<file path="src/include/nfhi_defs.vh">
`ifndef NFHI_DEFS_VH
`define NFHI_DEFS_VH
// Operation codes on the user port
`define NFHI_OP_CMD    2'h0
`define NFHI_OP_ADDR   2'h1
`define NFHI_OP_WDATA  2'h2
`define NFHI_OP_RDATA  2'h3
// Geometry
`define NFHI_PAGE_BYTES   528
`define NFHI_MAIN_BYTES   512
`define NFHI_SPARE_BYTES  16
`define NFHI_BLOCK_PAGES  32
`define NFHI_BLOCKS       8192
`define NFHI_ADDR_CYCLES  3'h4
// Read mode commands setting the half page select bit
`define NFHI_CMD_READ_LO  8'h00
`define NFHI_CMD_READ_HI  8'h01
// Timing in ns and clock period in ns
`define NFHI_CLK_NS           40
`define NFHI_STROBE_NS        50
`define NFHI_SELECT_HIGH_TERMINATE_NS 100
`define NFHI_WP_SETUP_NS      100
`define NFHI_DIV_UP(t)        (((t) + `NFHI_CLK_NS - 1) / `NFHI_CLK_NS)
`endif

</file>
<file path="src/rtl/nfhi_host.v">
`timescale 1ns/1ns
`include "nfhi_defs.vh"
// Operation
// - Command byte is written with command latch high on write strobe rise.
// - Address byte is written with address latch high on write strobe rise.
// - Data byte is written with both latches low on write strobe rise.
// - Host keeps chip select low through busy after read command.
// - Host holds write protect high for program data and busy periods; the host defers a change only while busy, not between program data bytes.
// - Address is four cycles, low bits first.
// - Host drives upper six bits low in the fourth address cycle.
// - Bus states decode from latch strobes with chip select low.
// - Chip select high for 100 ns after last read ends sequential read.
// - A page is programmed at most 3 times between erases; the host does not count this and leaves it to the user.
// - Read command and address are reissued at block boundary; the host does not track this and leaves it to the user.
module nfhi_host #(
  parameter integer STROBE_CYC = `NFHI_DIV_UP(`NFHI_STROBE_NS),
  parameter integer CEH_CYC    = `NFHI_DIV_UP(`NFHI_SELECT_HIGH_TERMINATE_NS),
  parameter integer WPS_CYC    = `NFHI_DIV_UP(`NFHI_WP_SETUP_NS)
) (
  input  wire       mclk,
  input  wire       rst,
  input  wire       req_valid,
  input  wire [1:0] req_op,
  input  wire [7:0] req_data,
  input  wire       req_last,
  input  wire       wp_enable,
  output reg        req_ready,
  output reg        rsp_valid,
  output reg  [7:0] rsp_data,
  output reg        busy,
  output reg        half_page_hi,
  output reg        cmd_latch,
  output reg        addr_latch,
  output reg        chip_sel_n,
  output reg        write_strobe_n,
  output reg        read_strobe_n,
  output reg        write_prot_n,
  output reg  [7:0] io_out,
  output reg        io_oe,
  input  wire [7:0] io_in,
  input  wire       ready_busy_n
);
  // ****************************************
  // State machine
  // ****************************************
  localparam [2:0] ST_IDLE  = 3'h0;
  localparam [2:0] ST_WLOW  = 3'h1;
  localparam [2:0] ST_WHIGH = 3'h2;
  localparam [2:0] ST_RLOW  = 3'h3;
  localparam [2:0] ST_RHIGH = 3'h4;
  localparam [2:0] ST_CEH   = 3'h5;
  localparam [2:0] ST_WPSET = 3'h6;

  reg [2:0] state_r;
  reg [7:0] cnt_r;
  reg [2:0] acyc_r;
  reg       last_r;

  // ****************************************
  // Helpers
  // ****************************************
  // Strobe widths are whole cycles so every pulse exceeds the device minimum
  function [7:0] nfhi_cyc;
    input integer n;
    begin
      nfhi_cyc = (n < 1) ? 8'h01 : n[7:0];
    end
  endfunction

  // ****************************************
  // Device status
  // ****************************************
  // Ready/busy is wired synchronously; sampled once for the busy flag
  always @(posedge mclk) begin
    if (rst)
      busy <= 1'b0;
    else
      busy <= ~ready_busy_n;
  end

  // ****************************************
  // Pin sequencer
  // ****************************************
  // Sequencer for command, address, data writes and serial reads
  always @(posedge mclk) begin
    if (rst) begin
      state_r        <= ST_IDLE;
      cnt_r          <= 8'h00;
      acyc_r         <= 3'h0;
      last_r         <= 1'b0;
      req_ready      <= 1'b0;
      rsp_valid      <= 1'b0;
      rsp_data       <= 8'h00;
      half_page_hi   <= 1'b0;
      cmd_latch      <= 1'b0;
      addr_latch     <= 1'b0;
      chip_sel_n     <= 1'b1;
      write_strobe_n <= 1'b1;
      read_strobe_n  <= 1'b1;
      write_prot_n   <= 1'b0;
      io_out         <= 8'h00;
      io_oe          <= 1'b0;
    end else begin
      rsp_valid <= 1'b0;
      case (state_r)
        ST_IDLE: begin
          req_ready <= 1'b0;
          if (wp_enable == write_prot_n) begin
            // Protect change waits out any busy period, then its setup before a write strobe
            if (!busy) begin
              write_prot_n <= ~wp_enable;
              cnt_r        <= nfhi_cyc(WPS_CYC);
              state_r      <= ST_WPSET;
            end
          end else if (req_valid && !req_ready) begin
            last_r     <= req_last;
            chip_sel_n <= 1'b0;
            cnt_r      <= nfhi_cyc(STROBE_CYC);
            cmd_latch  <= (req_op == `NFHI_OP_CMD);
            addr_latch <= (req_op == `NFHI_OP_ADDR);
            if (req_op == `NFHI_OP_RDATA) begin
              io_oe         <= 1'b0;
              read_strobe_n <= 1'b0;
              state_r       <= ST_RLOW;
            end else begin
              io_oe          <= 1'b1;
              write_strobe_n <= 1'b0;
              state_r        <= ST_WLOW;
              if (req_op == `NFHI_OP_ADDR) begin
                // Fourth cycle carries only the top two address bits
                io_out <= (acyc_r == 3'h3) ? {6'h00, req_data[1:0]} : req_data;
                acyc_r <= (acyc_r == 3'h3) ? 3'h0 : acyc_r + 3'h1;
              end else begin
                // Bytes pass as given; the per-page program limit stays with the user
                io_out <= req_data;
                if (req_op == `NFHI_OP_CMD)
                  acyc_r <= 3'h0;
              end
              if (req_op == `NFHI_OP_CMD && req_data == `NFHI_CMD_READ_LO)
                half_page_hi <= 1'b0;
              if (req_op == `NFHI_OP_CMD && req_data == `NFHI_CMD_READ_HI)
                half_page_hi <= 1'b1;
            end
          end
        end
        ST_WLOW: begin
          cnt_r <= cnt_r - 8'h01;
          if (cnt_r == 8'h01) begin
            write_strobe_n <= 1'b1;
            cnt_r          <= nfhi_cyc(STROBE_CYC);
            state_r        <= ST_WHIGH;
          end
        end
        ST_WHIGH: begin
          cnt_r <= cnt_r - 8'h01;
          if (cnt_r == 8'h01) begin
            cmd_latch  <= 1'b0;
            addr_latch <= 1'b0;
            io_oe      <= 1'b0;
            req_ready  <= 1'b1;
            state_r    <= ST_IDLE;
          end
        end
        ST_RLOW: begin
          cnt_r <= cnt_r - 8'h01;
          if (cnt_r == 8'h01) begin
            rsp_data      <= io_in;
            rsp_valid     <= 1'b1;
            read_strobe_n <= 1'b1;
            cnt_r         <= nfhi_cyc(STROBE_CYC);
            state_r       <= ST_RHIGH;
          end
        end
        ST_RHIGH: begin
          cnt_r <= cnt_r - 8'h01;
          if (cnt_r == 8'h01) begin
            if (last_r && busy) begin
              // A page transfer is under way; deselecting now would spoil the register load
              cnt_r <= 8'h01;
            end else if (last_r) begin
              // Deselect long enough to end the sequential read
              chip_sel_n <= 1'b1;
              cnt_r      <= nfhi_cyc(CEH_CYC);
              state_r    <= ST_CEH;
            end else begin
              req_ready <= 1'b1;
              state_r   <= ST_IDLE;
            end
          end
        end
        ST_CEH: begin
          // Ready only once the deselect has lasted the terminate time
          cnt_r <= cnt_r - 8'h01;
          if (cnt_r == 8'h01) begin
            req_ready <= 1'b1;
            state_r   <= ST_IDLE;
          end
        end
        ST_WPSET: begin
          // Hold off requests until the protect level has settled
          cnt_r <= cnt_r - 8'h01;
          if (cnt_r == 8'h01)
            state_r <= ST_IDLE;
        end
        default: state_r <= ST_IDLE;
      endcase
    end
  end
endmodule

</file>
<file path="config.mk">
export PLATFORM = sky130hd
export DESIGN_NAME = nfhi_host
export DESIGN_NICKNAME = d
export VERILOG_FILES = /design/src/rtl/nfhi_host.v
export VERILOG_INCLUDE_DIRS = /design/src /design/src/include
export SDC_FILE = /design/constraint.sdc
export NUM_CORES = 1
export LEC_CHECK = 0
export BUFFER_PORTS_ARGS = -buffer_cell sky130_fd_sc_hd__buf_4
export CAP_MARGIN = 20
export CORE_MARGIN = 4
export CORE_UTILIZATION = 56
export CTS_CLUSTER_SIZE = 16
export DETAILED_ROUTE_END_ITERATION = 16
export GPL_TIMING_DRIVEN = 1
export PLACE_DENSITY_LB_ADDON = 0.25
export SYNTH_ARGS = -nofsm -noshare
export SYNTH_HDL_FRONTEND = slang
export SYNTH_SLANG_ARGS = --single-unit
</file>
<file path="constraint.sdc">
create_clock -name mclk -period 3.3 [get_ports mclk]
set_input_delay 0 -clock mclk [delete_from_list [all_inputs] [get_ports mclk]]
set_output_delay 0 -clock mclk [all_outputs]
set_load 0.05 [all_outputs]
</file>
==> flow_metrics.env <==
export IMPL_synth_cell_types=50
export IMPL_drtIter0Drc=199
export IMPL_final_cell_mix="50 x buf_4, 42 x dfxtp_1, 27 x nor2_1, 27 x nand2_1, 23 x a21oi_1"
export IMPL_cts_resized_gates=0
export IMPL_clk_path_buf_depth=2
export IMPL_fin_crit_ns=2.17
export IMPL_dp_slack_ns=1.14
export IMPL_cts_inserted_buffers=5
export IMPL_async_reset_ff_share_pct=0
export IMPL_grt_pass1_wl_microns=8310
export IMPL_critPathTopFamily="simple AND/OR/NAND/NOR gates"
export IMPL_routed_wl_microns=5390
export IMPL_io_buffers=50
export IMPL_start_kind="register"
export IMPL_yosys_most_used_dff="dfxtp_1"
export IMPL_hold_viol_final=0
export IMPL_grt_usage_pct=23.9
export IMPL_postCtsSetupRepairBufs=0
export IMPL_path_cells="inv_1 -> ha_1 -> or4b_4 -> nor2_4 -> nand3_1 -> mux2i_1 -> nor2_1"
export IMPL_clockRootBuffer="clkbuf_4"
export IMPL_start_util_pct=59.1
export IMPL_ys_warn_count=0
export IMPL_rows=21
export IMPL_ir_drop_v=0.000583
export IMPL_syn_area_per_cell_sq_um=8.25
export IMPL_crit_type="register to register"
export IMPL_status="complete, no violations"
export IMPL_setup_tns_ns=0
export IMPL_drc_errors=0
export IMPL_layout_drive_gt1_share_pct=22.5
export IMPL_htreeDepth=2
export IMPL_slowest_delay_ns=0.50
export IMPL_synth_area_sq_um=2000
export IMPL_areaGrowthSynthToFinish_pct=33.6
export IMPL_cts_tree="built"
export IMPL_min_delay_path_class="input port to register"
export IMPL_layout_nets=337
export IMPL_netlist_area_leader_share_pct=41.9
export IMPL_final_common_cell="buf_4"
export IMPL_fin_ws_ns=1.13
export IMPL_synthesis_nets=270
export IMPL_via_per_inst=5.66
export IMPL_die_w_microns=67.8
export IMPL_cellLeakagePower_nw=1.12
export IMPL_cap_violations=0
export IMPL_ant_nets=0
export IMPL_dieArea_sq_um=4600
export IMPL_finalSetupViolations=0
export IMPL_p_per_area_nw_per_um2=797
export IMPL_end_kind="register"
export IMPL_place_hpwl_microns=3430
export IMPL_synthCells=243
export IMPL_synth_area_leader_cell="dfxtp_1"
export IMPL_drtPass1Iterations=5
export IMPL_tightest_slew_ns=0.619
export IMPL_ys_ff_latch=42
export IMPL_io_pins=51
export IMPL_antenna_found_initial=0
export IMPL_yosysSeqAreaShare_pct=41.9
export IMPL_required_ns=3.56
export IMPL_synth_edff_count=0
export IMPL_globalRouteOverflowTotal=0
export IMPL_finalClockSkew_ns=0.0106
export IMPL_cts_sinks=42
export IMPL_num_vias=2026
export IMPL_clk_latency_ns=0.36
export IMPL_slew_headroom_pct=58.4
export IMPL_worstPathArrival_ns=2.42
export IMPL_wire_per_inst_microns=15.0
export IMPL_grt_max_degree=44
export IMPL_worstPathMaxFanout=10
export IMPL_clk_pin_slew_ns=0.13
export IMPL_rsz0062_at_grt="no"
export IMPL_cp_buffers_inverters=1
export IMPL_core_sq_um=3390
export IMPL_power_total_mw=2.14
export IMPL_fin_crit_sh_pct=65.7
export IMPL_grt_pass1_vias=1795
export IMPL_critPathSlowestCell="or4b_4"
export IMPL_fmax_mhz=461
export IMPL_holdWs_ns=0.0538
export IMPL_holdBufCountCts=21
export IMPL_gp_congestion=0.901
export IMPL_synthTopCellsByArea="dfxtp_1 42%, a21oi_1 5.7%, nand2_1 5.1%"
export IMPL_slew_violations=0
export IMPL_die_h_microns=67.8
[cells by family (layout without fill, tap and decap cells)]
family / Yosys count / after routing / synth area share, %
compound gates: 64 / 64 / 20.7
xor+xnor: 3 / 3 / 1.31
fa+ha+maj: 3 / 3 / 1.87
buf+inv: 17 / 85 / 3.75
flops: 42 / 42 / 41.9
mux: 9 / 9 / 4.49
other cells: 0 / 1 / 0
simple gates: 105 / 105 / 25.9
[power by group]
group / switching (mW) / internal (mW)
Combinational: 0.648 / 0.393
Clock: 0.182 / 0.161
Sequential: 0.145 / 0.608
[state kept, by name (all words and copies together) (netlist names), 3 cells and up]
| signal | cells |
|---|---|
| cnt_r | 8 |
| io_out | 8 |
| rsp_data | 8 |
| acyc_r | 3 |
| state_r | 3 |
[layer usage]
layer  GRT usage, %  wire length [microns]  vias to the layer above
li1               -                      -                     1008
met1           29.3                   2280                      938
met2           40.2                   2710                       71
met3           6.24                    316                        9
met4           8.93                     71                        0
met5              0                      0                        -
[layout make-up]
cell class                 instances  area [sq um]
multi-input combinational        184          1090
sequential                        42           841
fill                             219           711
timing repair buffer              71           586
tap                               46          57.6
clock inverter                     3          43.8
clock buffer                       5          37.5
inverter                           6          22.5
antenna                            1          2.50
[cell usage after synthesis (2+ instances only)]
| master | instances |
|---|---|
| nor3b_1 | 2 |
| dfxtp_1 | 42 |
| a211oi_1 | 2 |
| nor4_1 | 3 |
| inv_1 | 5 |
| buf_2 | 3 |
| nor2b_1 | 5 |
| xnor2_1 | 2 |
| a21oi_1 | 23 |
| nand3_1 | 15 |
| mux2i_1 | 9 |
| nor2_1 | 27 |
| o31ai_1 | 2 |
| a21oi_2 | 2 |
| a22oi_1 | 2 |
| o21a_1 | 2 |
| o21ai_1 | 7 |
| a31oi_1 | 2 |
| o31a_1 | 2 |
| nand2_1 | 27 |
| o21ai_0 | 5 |
| o22ai_1 | 3 |
| nor3_1 | 10 |
| o211ai_1 | 3 |
| nand2b_1 | 4 |
| ha_1 | 3 |
| or3_1 | 2 |
| clkbuf_1 | 7 |
[stage by stage]
step,area [sq um],util (%),std cells
after floorplan,2000,-,243
after global placement,2380,70.4,328
after detailed placement,2380,70.4,328
after CTS,2680,79.0,357
after global routing,2680,79.0,357
final,2680,79.0,358
[worst paths after layout]
path	cells past startpoint	slack, ns	end	start
worst max-delay path	7	1.13	rsp_data[1]	cnt_r[1]
worst max register to register	7	1.13	rsp_data[1]	cnt_r[1]
worst min register to register	2	0.47	io_out[5]	io_out[5]
worst min-delay path	2	0.05	addr_latch	rst
(Power assumes the default switching activity.)
